$ cat src/aoms_defs.svh
`ifndef AOMS_DEFS_SVH
`define AOMS_DEFS_SVH

// register byte offsets
`define AOMS_OFF_MODE     8'h00
`define AOMS_OFF_CFG      8'h04
`define AOMS_OFF_IO       8'h08
`define AOMS_OFF_DATA     8'h0C
`define AOMS_OFF_STAT     8'h10
`define AOMS_OFF_INT_STAT 8'h14
`define AOMS_OFF_INT_MASK 8'h18
`define AOMS_OFF_RATE     8'h1C
`define AOMS_OFF_CTRL     8'h20

// reset values
`define AOMS_MODE_RST     16'h000A
`define AOMS_CFG_RST      16'h0710
`define AOMS_IO_RST       16'h0000
`define AOMS_RATE_RST     16'h0F00
`define AOMS_CTRL_RST     1'h0
`define AOMS_MASK_RST     2'h0

// field positions
`define AOMS_MODE_HI      15
`define AOMS_MODE_LO      13
`define AOMS_CLKSEL_HI    7
`define AOMS_CLKSEL_LO    6
`define AOMS_CLKSEL_OUT   2'h1
`define AOMS_CFG_VB_HI    15
`define AOMS_CFG_VB_LO    14
`define AOMS_CFG_BO       13
`define AOMS_CFG_CH_HI    2
`define AOMS_CFG_CH_LO    0
`define AOMS_IO_EXC_HI    1
`define AOMS_IO_EXC_LO    0
`define AOMS_INT_CONV     0
`define AOMS_INT_SINGLE   1
`define AOMS_CTRL_CREAD   0

// bus answers
`define AOMS_RESP_OKAY    2'h0
`define AOMS_RESP_SLVERR  2'h2

// timing
`define AOMS_SYS_CLK_HZ   40000000
`define AOMS_HZ_PER_MHZ   1000000
`define AOMS_MOD_CLK_HZ   64000
`define AOMS_OSC_SETTLE_US 1000
`define AOMS_FIRST_PERIODS 2

`endif

$ cat src/aoms_pkg.sv
package aoms_pkg;

  // sequencer states
  typedef enum logic [2:0] {
    AOMS_ST_CONT   = 3'h0,
    AOMS_ST_SETTLE = 3'h1,
    AOMS_ST_SINGLE = 3'h2,
    AOMS_ST_IDLE   = 3'h3,
    AOMS_ST_PDOWN  = 3'h4
  } aoms_state_e;

  // operating mode select codes
  typedef enum logic [2:0] {
    AOMS_MD_CONT   = 3'h0,
    AOMS_MD_SINGLE = 3'h1,
    AOMS_MD_IDLE   = 3'h2,
    AOMS_MD_PDOWN  = 3'h3
  } aoms_mode_e;

  // byte-lane merge of a bus write into a 32-bit image
  function automatic logic [31:0] aoms_merge(input logic [31:0] old_v,
                                             input logic [31:0] new_v,
                                             input logic [3:0]  strb);
    logic [31:0] r;
    r = old_v;
    for (int i = 0; i < 4; i++) begin
      if (strb[i]) begin
        r[i*8 +: 8] = new_v[i*8 +: 8];
      end
    end
    return r;
  endfunction

  // last tick index of a conversion period, first one is doubled
  function automatic logic [16:0] aoms_last_tick(input logic [15:0] rate,
                                                 input logic        first);
    logic [16:0] t;
    t = first ? {rate, 1'b0} : {1'b0, rate};
    return (t == 17'h0) ? 17'h0 : t - 17'h1;
  endfunction

endpackage

$ cat src/aoms_shift_if.sv
`timescale 1ns/1ps
`default_nettype none
// result hand-over between the sequencer and the serial shifter
interface aoms_shift_if #(parameter int unsigned DATA_W = 24);
  logic              load;
  logic [DATA_W-1:0] data;
  logic              done;
  modport ctl (output load, output data, input done);
  modport shf (input load, input data, output done);
endinterface
`default_nettype wire

$ cat src/aoms_mode_sequencer.sv
// Added by the designer: the register offsets and the AXI4-Lite slave port.
`timescale 1ns/1ps
`default_nettype none
`include "aoms_defs.svh"
module aoms_mode_sequencer #(
  parameter int unsigned DATA_W        = 24,
  parameter int unsigned SETTLE_CYCLES =
    (`AOMS_SYS_CLK_HZ / `AOMS_HZ_PER_MHZ) * `AOMS_OSC_SETTLE_US
)(
  // clock and reset
  input  wire logic              sys_clk,
  input  wire logic              resetn,
  // axi4-lite write
  input  wire logic [7:0]        s_axi_awaddr,
  input  wire logic              s_axi_awvalid,
  output logic                   s_axi_awready,
  input  wire logic [31:0]       s_axi_wdata,
  input  wire logic [3:0]        s_axi_wstrb,
  input  wire logic              s_axi_wvalid,
  output logic                   s_axi_wready,
  output logic [1:0]             s_axi_bresp,
  output logic                   s_axi_bvalid,
  input  wire logic              s_axi_bready,
  // axi4-lite read
  input  wire logic [7:0]        s_axi_araddr,
  input  wire logic              s_axi_arvalid,
  output logic                   s_axi_arready,
  output logic [31:0]            s_axi_rdata,
  output logic [1:0]             s_axi_rresp,
  output logic                   s_axi_rvalid,
  input  wire logic              s_axi_rready,
  // converter core
  input  wire logic [DATA_W-1:0] conv_result,
  output logic                   mod_reset,
  output logic                   filter_reset,
  output logic                   mod_clk_en,
  output logic                   analog_power_en,
  output logic                   excitation_en,
  output logic                   burnout_en,
  output logic                   bias_en,
  output logic                   clock_output_driver,
  output logic [2:0]             channel_sel,
  // serial pins and ready
  input  wire logic              ser_clk,
  output logic                   ser_dout,
  output logic                   conv_ready_n,
  // interrupt
  output logic                   irq
);
  localparam int unsigned DIV   = `AOMS_SYS_CLK_HZ / `AOMS_MOD_CLK_HZ;
  localparam int unsigned DIV_W = $clog2(DIV);
  localparam int unsigned SET_W = $clog2(SETTLE_CYCLES + 1);

  function automatic logic is_mapped(input logic [7:0] a);
    return a == `AOMS_OFF_MODE || a == `AOMS_OFF_CFG || a == `AOMS_OFF_IO ||
           a == `AOMS_OFF_DATA || a == `AOMS_OFF_STAT ||
           a == `AOMS_OFF_INT_STAT || a == `AOMS_OFF_INT_MASK ||
           a == `AOMS_OFF_RATE || a == `AOMS_OFF_CTRL;
  endfunction

  // bus state
  logic        aw_have_reg, aw_have_next;
  logic [7:0]  aw_addr_reg, aw_addr_next;
  logic        w_have_reg,  w_have_next;
  logic [31:0] w_data_reg,  w_data_next;
  logic [3:0]  w_strb_reg,  w_strb_next;
  logic        bvalid_reg,  bvalid_next;
  logic [1:0]  bresp_reg,   bresp_next;
  logic        rvalid_reg,  rvalid_next;
  logic [31:0] rdata_reg,   rdata_next;
  logic [1:0]  rresp_reg,   rresp_next;
  // core state
  aoms_pkg::aoms_state_e state_reg, state_next;
  logic [15:0]       mode_reg,   mode_next;
  logic [15:0]       cfg_reg,    cfg_next;
  logic [15:0]       io_reg,     io_next;
  logic [15:0]       rate_reg,   rate_next;
  logic              cread_reg,  cread_next;
  logic [1:0]        ist_reg,    ist_next;
  logic [1:0]        imask_reg,  imask_next;
  logic [DATA_W-1:0] result_reg, result_next;
  logic              rdy_n_reg,  rdy_n_next;
  logic              first_reg,  first_next;
  logic [16:0]       cnt_reg,    cnt_next;
  logic [SET_W-1:0]  set_reg,    set_next;
  logic [DIV_W-1:0]  div_reg,    div_next;
  logic              mrst_reg,   mrst_next;

  logic        wr_fire, ar_fire, rd_data_fire, tick, converting;
  logic        restart, mode_wr, conv_done;
  logic [31:0] wr_img, rd_mux;
  logic [2:0]  new_mode;

  aoms_shift_if #(.DATA_W(DATA_W)) sh ();

  // both write channels are latched independently, so either may come first
  assign s_axi_awready = !aw_have_reg;
  assign s_axi_wready  = !w_have_reg;
  assign s_axi_arready = !rvalid_reg;
  assign s_axi_bvalid  = bvalid_reg;
  assign s_axi_bresp   = bresp_reg;
  assign s_axi_rvalid  = rvalid_reg;
  assign s_axi_rdata   = rdata_reg;
  assign s_axi_rresp   = rresp_reg;
  assign wr_fire       = aw_have_reg && w_have_reg && !bvalid_reg;
  assign ar_fire       = s_axi_arvalid && !rvalid_reg;
  assign rd_data_fire  = ar_fire && s_axi_araddr == `AOMS_OFF_DATA;

  // read image of the register file
  always_comb begin
    rd_mux = 32'h0;
    unique case (s_axi_araddr)
      `AOMS_OFF_MODE:     rd_mux = {16'h0, mode_reg};
      `AOMS_OFF_CFG:      rd_mux = {16'h0, cfg_reg};
      `AOMS_OFF_IO:       rd_mux = {16'h0, io_reg};
      `AOMS_OFF_DATA:     rd_mux = 32'(result_reg);
      `AOMS_OFF_STAT:     rd_mux = {27'h0, first_reg, state_reg, rdy_n_reg};
      `AOMS_OFF_INT_STAT: rd_mux = {30'h0, ist_reg};
      `AOMS_OFF_INT_MASK: rd_mux = {30'h0, imask_reg};
      `AOMS_OFF_RATE:     rd_mux = {16'h0, rate_reg};
      `AOMS_OFF_CTRL:     rd_mux = {31'h0, cread_reg};
      default:            rd_mux = 32'h0;
    endcase
  end

  // bus channel next values
  always_comb begin
    aw_have_next = aw_have_reg;
    aw_addr_next = aw_addr_reg;
    w_have_next  = w_have_reg;
    w_data_next  = w_data_reg;
    w_strb_next  = w_strb_reg;
    bvalid_next  = bvalid_reg;
    bresp_next   = bresp_reg;
    rvalid_next  = rvalid_reg;
    rdata_next   = rdata_reg;
    rresp_next   = rresp_reg;
    if (s_axi_awvalid && !aw_have_reg) begin
      aw_have_next = 1'b1;
      aw_addr_next = s_axi_awaddr;
    end
    if (s_axi_wvalid && !w_have_reg) begin
      w_have_next = 1'b1;
      w_data_next = s_axi_wdata;
      w_strb_next = s_axi_wstrb;
    end
    if (bvalid_reg && s_axi_bready) begin
      bvalid_next = 1'b0;
    end
    if (wr_fire) begin
      aw_have_next = 1'b0;
      w_have_next  = 1'b0;
      bvalid_next  = 1'b1;
      bresp_next   = is_mapped(aw_addr_reg) ? `AOMS_RESP_OKAY
                                            : `AOMS_RESP_SLVERR;
    end
    if (rvalid_reg && s_axi_rready) begin
      rvalid_next = 1'b0;
    end
    if (ar_fire) begin
      rvalid_next = 1'b1;
      rdata_next  = rd_mux;
      rresp_next  = is_mapped(s_axi_araddr) ? `AOMS_RESP_OKAY
                                            : `AOMS_RESP_SLVERR;
    end
  end

  always_ff @(posedge sys_clk) begin
    if (!resetn) begin
      aw_have_reg <= 1'b0;
      aw_addr_reg <= 8'h00;
      w_have_reg  <= 1'b0;
      w_data_reg  <= 32'h0;
      w_strb_reg  <= 4'h0;
      bvalid_reg  <= 1'b0;
      bresp_reg   <= `AOMS_RESP_OKAY;
      rvalid_reg  <= 1'b0;
      rdata_reg   <= 32'h0;
      rresp_reg   <= `AOMS_RESP_OKAY;
    end else begin
      aw_have_reg <= aw_have_next;
      aw_addr_reg <= aw_addr_next;
      w_have_reg  <= w_have_next;
      w_data_reg  <= w_data_next;
      w_strb_reg  <= w_strb_next;
      bvalid_reg  <= bvalid_next;
      bresp_reg   <= bresp_next;
      rvalid_reg  <= rvalid_next;
      rdata_reg   <= rdata_next;
      rresp_reg   <= rresp_next;
    end
  end

  // write decode; channel change arrives through the configuration write
  assign wr_img   = aoms_pkg::aoms_merge(32'h0 | w_data_reg, w_data_reg,
                                         w_strb_reg);
  assign mode_wr  = wr_fire && aw_addr_reg == `AOMS_OFF_MODE;
  assign restart  = mode_wr || (wr_fire && (aw_addr_reg == `AOMS_OFF_CFG ||
                    aw_addr_reg == `AOMS_OFF_IO));
  assign tick     = div_reg == DIV_W'(DIV - 1);
  assign converting = state_reg == aoms_pkg::AOMS_ST_CONT ||
                      state_reg == aoms_pkg::AOMS_ST_SINGLE;
  // idle and power-down never reach here, so they yield nothing
  assign conv_done = tick && converting && !restart &&
                     cnt_reg == aoms_pkg::aoms_last_tick(rate_reg, first_reg);

  // sequencer and register file
  always_comb begin
    state_next  = state_reg;
    mode_next   = mode_reg;
    cfg_next    = cfg_reg;
    io_next     = io_reg;
    rate_next   = rate_reg;
    cread_next  = cread_reg;
    imask_next  = imask_reg;
    result_next = result_reg;
    first_next  = first_reg;
    cnt_next    = cnt_reg;
    set_next    = set_reg;
    div_next    = tick ? '0 : div_reg + 1'b1;
    ist_next    = ist_reg;
    rdy_n_next  = rdy_n_reg;
    new_mode    = mode_reg[`AOMS_MODE_HI:`AOMS_MODE_LO];
    // register writes, merged lane by lane
    if (wr_fire) begin
      unique case (aw_addr_reg)
        `AOMS_OFF_MODE: begin
          mode_next = 16'(aoms_pkg::aoms_merge({16'h0, mode_reg}, w_data_reg,
                                               w_strb_reg));
          new_mode  = mode_next[`AOMS_MODE_HI:`AOMS_MODE_LO];
        end
        `AOMS_OFF_CFG: cfg_next = 16'(aoms_pkg::aoms_merge({16'h0, cfg_reg},
                                      w_data_reg, w_strb_reg));
        `AOMS_OFF_IO: io_next = 16'(aoms_pkg::aoms_merge({16'h0, io_reg},
                                    w_data_reg, w_strb_reg));
        `AOMS_OFF_RATE: rate_next = 16'(aoms_pkg::aoms_merge(
                                        {16'h0, rate_reg}, w_data_reg,
                                        w_strb_reg));
        `AOMS_OFF_CTRL: if (w_strb_reg[0]) cread_next = wr_img[`AOMS_CTRL_CREAD];
        `AOMS_OFF_INT_STAT: if (w_strb_reg[0]) ist_next = ist_reg & ~wr_img[1:0];
        `AOMS_OFF_INT_MASK: if (w_strb_reg[0]) imask_next = wr_img[1:0];
        default: ;
      endcase
    end
    // reads of the result release ready
    if (rd_data_fire || sh.done) begin
      rdy_n_next = 1'b1;
    end
    // period counting in modulator ticks
    if (converting && tick) begin
      cnt_next = cnt_reg + 17'h1;
    end
    if (state_reg == aoms_pkg::AOMS_ST_SETTLE) begin
      set_next = set_reg + 1'b1;
      if (set_reg == SET_W'(SETTLE_CYCLES - 1)) begin
        state_next = aoms_pkg::AOMS_ST_SINGLE;
        cnt_next   = 17'h0;
        div_next   = '0;
        first_next = 1'b1;
      end
    end
    if (conv_done) begin
      result_next = conv_result;
      rdy_n_next  = 1'b0;
      cnt_next    = 17'h0;
      first_next  = 1'b0;
      ist_next[`AOMS_INT_CONV] = 1'b1;
      if (state_reg == aoms_pkg::AOMS_ST_SINGLE) begin
        state_next = aoms_pkg::AOMS_ST_PDOWN;
        mode_next[`AOMS_MODE_HI:`AOMS_MODE_LO] = aoms_pkg::AOMS_MD_PDOWN;
        ist_next[`AOMS_INT_SINGLE] = 1'b1;
      end
    end
    // any restart starts a fresh two-period first result, divider too,
    // otherwise a partial first tick would make the result come early
    if (restart) begin
      rdy_n_next = 1'b1;
      cnt_next   = 17'h0;
      div_next   = '0;
      first_next = 1'b1;
      set_next   = '0;
    end
    if (mode_wr) begin
      unique case (new_mode)
        aoms_pkg::AOMS_MD_CONT:   state_next = aoms_pkg::AOMS_ST_CONT;
        aoms_pkg::AOMS_MD_SINGLE: state_next = aoms_pkg::AOMS_ST_SETTLE;
        aoms_pkg::AOMS_MD_PDOWN:  state_next = aoms_pkg::AOMS_ST_PDOWN;
        default:                  state_next = aoms_pkg::AOMS_ST_IDLE;
      endcase
    end
    mrst_next = restart || !(state_next == aoms_pkg::AOMS_ST_CONT ||
                             state_next == aoms_pkg::AOMS_ST_SINGLE);
  end

  always_ff @(posedge sys_clk) begin
    if (!resetn) begin
      state_reg  <= aoms_pkg::AOMS_ST_CONT;
      mode_reg   <= `AOMS_MODE_RST;
      cfg_reg    <= `AOMS_CFG_RST;
      io_reg     <= `AOMS_IO_RST;
      rate_reg   <= `AOMS_RATE_RST;
      cread_reg  <= `AOMS_CTRL_RST;
      ist_reg    <= 2'h0;
      imask_reg  <= `AOMS_MASK_RST;
      result_reg <= '0;
      rdy_n_reg  <= 1'b1;
      first_reg  <= 1'b1;
      cnt_reg    <= 17'h0;
      set_reg    <= '0;
      div_reg    <= '0;
      mrst_reg   <= 1'b1;
    end else begin
      state_reg  <= state_next;
      mode_reg   <= mode_next;
      cfg_reg    <= cfg_next;
      io_reg     <= io_next;
      rate_reg   <= rate_next;
      cread_reg  <= cread_next;
      ist_reg    <= ist_next;
      imask_reg  <= imask_next;
      result_reg <= result_next;
      rdy_n_reg  <= rdy_n_next;
      first_reg  <= first_next;
      cnt_reg    <= cnt_next;
      set_reg    <= set_next;
      div_reg    <= div_next;
      mrst_reg   <= mrst_next;
    end
  end

  // new results are pushed to the shifter only in continuous read
  assign sh.load = conv_done && cread_reg;
  assign sh.data = conv_result;

  aoms_result_shifter #(.DATA_W(DATA_W)) u_shift (
    .sys_clk  (sys_clk),
    .resetn   (resetn),
    .sh       (sh),
    .ser_clk  (ser_clk),
    .ser_dout (ser_dout)
  );

  // power gating; power-down drops every analog helper
  assign analog_power_en     = state_reg != aoms_pkg::AOMS_ST_PDOWN;
  assign mod_clk_en          = analog_power_en;
  assign excitation_en       = analog_power_en &&
                               |io_reg[`AOMS_IO_EXC_HI:`AOMS_IO_EXC_LO];
  assign burnout_en          = analog_power_en && cfg_reg[`AOMS_CFG_BO];
  assign bias_en             = analog_power_en &&
                               |cfg_reg[`AOMS_CFG_VB_HI:`AOMS_CFG_VB_LO];
  assign clock_output_driver = analog_power_en &&
    mode_reg[`AOMS_CLKSEL_HI:`AOMS_CLKSEL_LO] == `AOMS_CLKSEL_OUT;
  assign channel_sel         = cfg_reg[`AOMS_CFG_CH_HI:`AOMS_CFG_CH_LO];
  assign mod_reset           = mrst_reg;
  assign filter_reset        = mrst_reg;
  assign conv_ready_n        = rdy_n_reg;
  assign irq                 = |(ist_reg & imask_reg);

  // helper: modulator ticks since the last restart or result
  logic [16:0] ticks_a_reg;
  always_ff @(posedge sys_clk) begin
    if (!resetn || restart || conv_done || !converting) begin
      ticks_a_reg <= 17'h0;
    end else if (tick) begin
      ticks_a_reg <= ticks_a_reg + 17'h1;
    end
  end

  reset_mode_a: assert property (@(posedge sys_clk) disable iff (!resetn)
    !$past(resetn) |-> mode_reg == `AOMS_MODE_RST &&
      state_reg == aoms_pkg::AOMS_ST_CONT)
    else $error("mode not continuous after reset");
  cont_store_a: assert property (@(posedge sys_clk) disable iff (!resetn)
    conv_done |=> result_reg == $past(conv_result))
    else $error("result not stored");
  ready_low_a: assert property (@(posedge sys_clk) disable iff (!resetn)
    conv_done |=> !conv_ready_n)
    else $error("ready not low after conversion");
  first_two_a: assert property (@(posedge sys_clk) disable iff (!resetn)
    conv_done && first_reg |->
      ticks_a_reg == {rate_reg, 1'b0} - 17'h1)
    else $error("first result not after two periods");
  next_one_a: assert property (@(posedge sys_clk) disable iff (!resetn)
    conv_done && !first_reg |-> ticks_a_reg == {1'b0, rate_reg} - 17'h1)
    else $error("later result not one period apart");
  settle_wait_a: assert property (@(posedge sys_clk) disable iff (!resetn)
    $changed(state_reg) && state_reg == aoms_pkg::AOMS_ST_SINGLE |->
      $past(set_reg) == SET_W'(SETTLE_CYCLES - 1))
    else $error("conversion began before settling");
  single_back_a: assert property (@(posedge sys_clk) disable iff (!resetn)
    conv_done && state_reg == aoms_pkg::AOMS_ST_SINGLE |=>
      state_reg == aoms_pkg::AOMS_ST_PDOWN && !conv_ready_n &&
      ist_reg[`AOMS_INT_SINGLE])
    else $error("single did not return to power-down");
  hold_ready_a: assert property (@(posedge sys_clk) disable iff (!resetn)
    state_reg == aoms_pkg::AOMS_ST_PDOWN && !conv_ready_n && !rd_data_fire &&
      !sh.done && !restart |=> !conv_ready_n && $stable(result_reg))
    else $error("single result not held");
  idle_reset_a: assert property (@(posedge sys_clk) disable iff (!resetn)
    state_reg == aoms_pkg::AOMS_ST_IDLE |-> mod_reset && filter_reset &&
      !conv_done && mod_clk_en)
    else $error("idle not holding core in reset");
  pdown_off_a: assert property (@(posedge sys_clk) disable iff (!resetn)
    state_reg == aoms_pkg::AOMS_ST_PDOWN |-> !analog_power_en &&
      !clock_output_driver && !bias_en && !burnout_en && !excitation_en)
    else $error("circuitry on in power-down");
  mode_wr_a: assert property (@(posedge sys_clk) disable iff (!resetn)
    mode_wr |=> conv_ready_n && mod_reset && filter_reset)
    else $error("mode write did not reset core");
  pdown_bus_a: assert property (@(posedge sys_clk) disable iff (!resetn)
    state_reg == aoms_pkg::AOMS_ST_PDOWN && s_axi_awvalid && s_axi_awready
      |=> aw_have_reg)
    else $error("write refused in power-down");
endmodule
`default_nettype wire

$ cat src/aoms_result_shifter.sv
`timescale 1ns/1ps
`default_nettype none
`include "aoms_defs.svh"
module aoms_result_shifter #(
  parameter int unsigned DATA_W = 24
)(
  // clock and reset
  input  wire logic   sys_clk,
  input  wire logic   resetn,
  // result hand-over
  aoms_shift_if.shf   sh,
  // serial pins
  input  wire logic   ser_clk,
  output logic        ser_dout
);
  localparam int unsigned CNT_W = $clog2(DATA_W + 1);

  logic [DATA_W-1:0] sh_reg,   sh_next;
  logic [CNT_W-1:0]  left_reg, left_next;
  logic              clk_reg,  clk_next;
  logic              done_reg, done_next;

  // data changes on the falling serial edge so the host samples on rising
  always_comb begin
    sh_next   = sh_reg;
    left_next = left_reg;
    clk_next  = ser_clk;
    done_next = 1'b0;
    if (sh.load) begin
      sh_next   = sh.data;
      left_next = CNT_W'(DATA_W);
    end else if (clk_reg && !ser_clk && left_reg != '0) begin
      sh_next   = {sh_reg[DATA_W-2:0], 1'b0};
      left_next = left_reg - 1'b1;
      done_next = (left_reg == CNT_W'(1));
    end
  end

  always_ff @(posedge sys_clk) begin
    if (!resetn) begin
      sh_reg   <= '0;
      left_reg <= '0;
      clk_reg  <= 1'b0;
      done_reg <= 1'b0;
    end else begin
      sh_reg   <= sh_next;
      left_reg <= left_next;
      clk_reg  <= clk_next;
      done_reg <= done_next;
    end
  end

  assign ser_dout = sh_reg[DATA_W-1];
  assign sh.done  = done_reg; // whole word out counts as a read
endmodule
`default_nettype wire

$ cat config.mk
export PLATFORM = sky130hd
export DESIGN_NAME = aoms_mode_sequencer
export DESIGN_NICKNAME = d
export VERILOG_FILES = /design/src/aoms_pkg.sv /design/src/aoms_shift_if.sv /design/src/aoms_mode_sequencer.sv /design/src/aoms_result_shifter.sv
export VERILOG_INCLUDE_DIRS = /design/src /design/src/src
export SDC_FILE = /design/constraint.sdc
export NUM_CORES = 1
export LEC_CHECK = 0
export BUFFER_PORTS_ARGS = -buffer_cell sky130_fd_sc_hd__buf_2
export CORE_ASPECT_RATIO = 0.6
export CORE_MARGIN = 2
export CORE_UTILIZATION = 55
export CTS_BUF_LIST = sky130_fd_sc_hd__clkbuf_2
export CTS_CLUSTER_SIZE = 12
export DETAILED_ROUTE_END_ITERATION = 8
export GPL_TIMING_DRIVEN = 0
export PLACE_DENSITY_LB_ADDON = 0.3
export SLEW_MARGIN = 30
export SYNTH_ARGS = -nofsm -noshare
export SYNTH_HDL_FRONTEND = slang
export SYNTH_SLANG_ARGS = --single-unit
$ cat constraint.sdc
create_clock -name sys_clk -period 6.5 [get_ports sys_clk]
set_clock_uncertainty 0.15 [all_clocks]
set_input_delay 0.325 -clock sys_clk [delete_from_list [all_inputs] [get_ports sys_clk]]
set_output_delay 0.325 -clock sys_clk [all_outputs]
set_load 0.005 [all_outputs]
After elaboration in Yosys (flattened, before gate mapping)
Cells that the tools add are included.

Equality and inequality tests: 27. Mux-type cells: 43. $add $sub $neg: 5. Reductions and logical operators: 85. Bitwise operators: 5.

Operators by type and width (count): 24-bit one-hot mux with 9 select lines (1); 17-bit 2-to-1 mux (5); 8-bit by 5-bit == test with 1-bit output, second input constant (8); 24-bit 2-to-1 mux (2); 3-bit AND reduction (11); 8-bit by 4-bit == test with 1-bit output, second input constant (4); 16-bit 2-to-1 mux (2); 10-bit 2-to-1 mux (3); 3-bit 2-to-1 mux (9); 1-bit logical OR (22); 1-bit logical AND (20); 2-bit nonzero test (9); 17-bit by 1-bit adder with 17-bit output, second input constant (1); 17-bit == test (1); 17-bit logical NOT (1); 17-bit by 1-bit subtractor with 17-bit output, second input constant (1); 16-bit by 1-bit adder with 16-bit output, second input constant (1); 16-bit == test, second input constant (1); 8-bit by 3-bit == test with 1-bit output, second input constant (2); 8-bit by 6-bit == test with 1-bit output, second input constant (2); 8-bit logical NOT (2); 8-bit 2-to-1 mux (2); 2-bit 2-to-1 mux (6); 2-bit OR reduction (6); other kinds (19) (43).

Input port bits: 84. Word-level logic and storage cells: 201. Flip-flop bits (word level): 239. Output and inout bits: 55.

Logic depth before layout (Yosys ltp)
Depth after elaboration: 13. Gate-level depth with buffers: 16. Depth with buffers taken out: 12.

By module
Synthesis repeated with hierarchy kept, for this count alone.

Cell total of the unflattened synthesis: 1414. Area total of the unflattened synthesis: 11602.4 um^2.

Modules (own cells, without submodules): aoms_mode_sequencer (cells each 1238, seq. area each 3963.8 um^2, instances 1, area an instance 10156.0 um^2); aoms_result_shifter (cells each 176, seq. area each 620.6 um^2, instances 1, area an instance 1446.4 um^2).

Least setup slack after synthesis
No wires, ideal clock.

Kind: reg-to-reg. From: reg first_reg. To: reg cnt_reg[10]. Setup time: 0.130 ns. Buffers on the path: 5. Path slack: 1.941 ns. Clock period less this slack: 4.559 ns. Cell stages (with the launch flop): 16. Required time: 6.220 ns. Arrival: 4.279 ns. Cells stage by stage: dfxtp_1 buf_1 buf_1 clkbuf_1 mux2i_1 ha_1 nor3b_1 a41oi_1 nor3_1 xnor2_1 or4_1 nor4bb_1 and2_1 buf_4 buf_4 nor3_1.

Cells in the longest elaborated chain, start to end: 6. Elaborated cells on any way between the ends: 7. Classes of those cells: add/sub: 1; eq/ne: 1; mux: 2; reduce/logical: 3.

Ends and longest elaborated chain: from (decl) (RTL line aoms_mode_sequencer.sv:83) `logic first_reg, first_next;`; from (signal assigned) (RTL line aoms_mode_sequencer.sv:323) `first_reg <= first_next;`; 17-bit 2-to-1 mux (*) (RTL line aoms_pkg.sv:38) `t = first ? {rate, 1'b0} : {1'b0, rate};`; 17-bit by 1-bit subtractor with 17-bit output / 17-bit logical NOT (equally long branches) (RTL line aoms_pkg.sv:39) `return (t == 17'h0) ? 17'h0 : t - 17'h1;`; 17-bit 2-to-1 mux (*) (RTL line aoms_pkg.sv:39); 17-bit == test (*) (RTL line aoms_mode_sequencer.sv:205) `cnt_reg == aoms_pkg::aoms_last_tick(rate_reg, first_reg);`; 1-bit logical AND (*) (RTL line aoms_mode_sequencer.sv:204) `assign conv_done = tick && converting && !restart &&`; 3-bit OR reduction (no line) (*); to (signal assigned) (RTL line aoms_mode_sequencer.sv:324) `cnt_reg <= cnt_next;`; to (decl) (RTL line aoms_mode_sequencer.sv:84) `logic [16:0] cnt_reg, cnt_next;`.

Every way passes the cells marked *; elsewhere a longest branch is shown, timed or not. A chain may end at the register's enable or synchronous reset.

Worst setup path in the final report
From: reg first_reg. To: reg result_reg[16].

Cells in the longest elaborated chain, start to end: 5. Elaborated cells on any way between the ends: 6. Classes of those cells: add/sub: 1; eq/ne: 1; mux: 2; reduce/logical: 2.

Ends and longest elaborated chain: 17-bit 2-to-1 mux (*) (RTL line aoms_pkg.sv:38); 17-bit by 1-bit subtractor with 17-bit output / 17-bit logical NOT (equally long branches) (RTL line aoms_pkg.sv:39); 17-bit 2-to-1 mux (*) (RTL line aoms_pkg.sv:39); 17-bit == test (*) (RTL line aoms_mode_sequencer.sv:205); 1-bit logical AND (*) (RTL line aoms_mode_sequencer.sv:204); to (signal assigned) (RTL line aoms_mode_sequencer.sv:321) `result_reg <= result_next;`; to (decl) (RTL line aoms_mode_sequencer.sv:81) `logic [DATA_W-1:0] result_reg, result_next;`.

Marked as above.

==> impl_metrics.json <==
{
  "status": "complete, no violations",
  "p_seq_share_pct": 57.8,
  "die-area_um2": 21300,
  "stdcell_count": 1884,
  "worstPathArrival_ps": 6610,
  "drc": 0,
  "hold_violations": 0,
  "syn_avg_cell_area_um2": 8.29,
  "finalCriticalPeriod_ps": 6040,
  "die_w_um": 187,
  "overflow": 0,
  "hpwl_mm": 24.5,
  "first_pass_iters": 6,
  "diodes": 0,
  "p_leak_nw": 5.43,
  "antenna_found_initial": 0,
  "ir_drop_v": 0.000132,
  "p_sw_share_pct": 28.2,
  "worst_slew_pin_slew_ps": 948,
  "synth_warnings": 0,
  "cts_root_buf": "clkbuf_2",
  "area_delta_synth_final_pct": 19.4,
  "worst_setup_path_end_kind": "flip-flop",
  "syn_inst": 1333,
  "p_total_mw": 2.49,
  "fin_crit_sh_pct": 92.9,
  "grt_pass1_vias": 10195,
  "synth-seq-cells": 229,
  "synth.yosys.seq_area_share_pct": 41.5,
  "hold_depth": 4,
  "power.switching_uw": 702,
  "rsz0062_at_grt": "false",
  "yosysTopAreaCellShare_pct": 41.5,
  "synthTopCellsByArea": "dfxtp_1 (41%), nand2_1 (8.9%), mux2i_1 (7.8%)",
  "pin_count": 139,
  "setup_slack_ps": 460,
  "intPower_mw": 1.79,
  "async_flop_share_pct": 0,
  "vias": 10958,
  "cts_tree": "yes",
  "viasPerCell": 5.82,
  "path_class": "reg -> reg",
  "dieHeight_um": 114,
  "numCtsBuffers": 51,
  "synth_cell_types": 72,
  "synth_area_um2": 11100,
  "dp_worst_setup_slack_ps": 506,
  "fin_setup_tns_ps": 0,
  "clock_latency_ps": 850,
  "h-tree-depth": 2,
  "worstRegToRegCells": 15,
  "worstPathMaxFanout": 10,
  "required_ps": 7070,
  "row_count": 40,
  "drtAntennaViolNets": 0,
  "final_nets": 1672,
  "slew_headroom_pct": 36.6,
  "setup_violations": 0,
  "grt_max_degree": 15,
  "grt_pass1_wl_mm": 53.7,
  "portBuffers": 108,
  "synth_area_leader_cell": "dfxtp_1",
  "grt.total_usage_pct": 31.7,
  "reg2reg_slack_ps": 460,
  "max_freq_ghz": 0.166,
  "synth_edf_count": 0,
  "dpl.cell_count": 1723,
  "power.density_cell_area_nw_per_um2": 189,
  "clk_pin_slew_ps": 120,
  "wire_per_inst_um": 18.4,
  "p_clk_share_pct": 34.9,
  "core_um2": 19900,
  "start_util_pct": 55.6,
  "dr.first_iter.drc_count": 1431,
  "cts.sinks": 229,
  "place.gp.congestion": 0.960,
  "clock_path_buffers": 3,
  "slew_violations": 0,
  "drive_gt1_share_pct": 15.7,
  "synth_ff_type": "dfxtp_1",
  "cap_violations": 0,
  "drt-total-wl_mm": 34.6,
  "min_path_type": "in -> reg",
  "num-fill-cells": 1655,
  "cp-start-kind": "flip-flop",
  "holdWs_ps": 34.5,
  "p_comb_share_pct": 7.3
}
==> layout by cell type (no fill, tap or decap), types with 8 or more instances in the layout <==
cell           instances
a21oi_1               91
a222oi_1              12
a22oi_1               38
and3_1                19
buf_1                  9
buf_2                111
buf_4                 19
clkbuf_1              63
clkbuf_2              73
clkinv_1              10
conb_1                10
dfxtp_1              229
dlygate4sd3_1         77
ha_1                   8
inv_1                 17
mux2_2                25
mux2i_1               86
nand2_1              263
nand2b_1              11
nand3_1               66
nand4_1               18
nor2_1               109
nor3_1                49
nor3b_1                9
o21ai_0               10
or3_1                  9
xnor2_1               22
xor2_1                29
==> cell families (layout without fill, tap and decap cells) <==
| kind of cell | Yosys count | after routing | share of synthesized area (%) |
|---|---|---|---|
| AND/OR/NAND/NOR | 611 | 611 | 25.8 |
| flip-flops | 229 | 229 | 41.5 |
| buffers and inverters | 117 | 386 | 5.09 |
| XOR/XNOR | 51 | 51 | 4.04 |
| AO/OA/AOI/OAI | 204 | 204 | 12.1 |
| multiplexers | 112 | 112 | 10.5 |
| adder cells (fa/ha/maj) | 8 | 8 | 0.906 |
| other | 1 | 10 | 0.0339 |
==> layer usage <==
layer	global-route usage, %	part of all wire (%)	vias to the layer above
li1	-	-	5177
met1	46.0	45	5094
met2	45.3	40	623
met3	9.23	12	64
met4	9.21	2.3	0
met5	0	0	-
==> worst paths after layout <==
path | start | end
setup reg to reg | first_reg | result_reg[16]
hold reg to reg | cfg_reg[11] | cfg_reg[11]
setup / recovery | first_reg | result_reg[16]
hold / removal | resetn | filter_reset
==> cells in the mapped netlist, drive strengths merged, types with 6 or more instances <==
master  count
dfxtp     229
clkbuf     64
o21ai      11
nor4       11
a21oi      91
and3       19
nor2      110
nor3       50
buf        35
nor3b      10
nand4      18
a22oi      38
a31oi       7
xnor2      22
nand3b      6
mux2i      86
nor4b       8
mux2       25
ha          8
or3         9
a211oi      7
nand2     263
xor2       29
nand3      66
nand2b     11
nor2b       7
inv        17
a222oi     12
==> what timing repair did <==
action / in CTS / in global routing
resized for setup: 0 / 0
endpoints found under the hold margin: 87 / 0
buffers inserted: 0 / 0
setup endpoints to repair: 0 / 0
hold buffers: 77 / 0
==> worst max-delay path, cell delays in order, from the launching register on <==
cell and delay [ps]:
dfxtp_1 430, buf_1 430, buf_1 460, clkbuf_1 530, mux2i_1 320, ha_1 340
nor3b_1 730, nand3_1 230, and4_1 260, a2111oi_0 460, o22ai_1 180, a21oi_1 170
nand4_1 150, nor2_2 510, buf_4 330, mux2i_1 260
==> area by class of cell <==
class,count,area [µm²],share of cell area [%]
plain buffers,99,495,3.76
inverters,18,67.6,0.512
flip-flops and latches,229,4580,34.8
multi-input cells,996,5980,45.3
clock buffers,72,360,2.73
repair buffers,185,1310,9.94
well taps,273,342,2.59
clock inverters,12,50.0,0.379
==> per-stage QoR <==
stage | util, % | instance area (µm²)
global route | 66.4 | 13200
CTS | 66.2 | 13200
finish | 66.4 | 13200
floorplan | - | 11100
detailed placement | 60.3 | 12000
global placement | 60.2 | 12000
==> power groups by stage <==
stage	Sequential (mW)	Clock, mW	Combinational [mW]
2_1_floorplan	1.46	0	0.0805
3_3_place_gp	1.47	0	0.135
3_5_place_dp	1.47	0	0.139
4_1_cts	1.44	0.866	0.174
5_1_grt	1.44	0.939	0.196
6_report	1.44	0.871	0.182
Note: power is estimated with default switching activity, not from simulation.
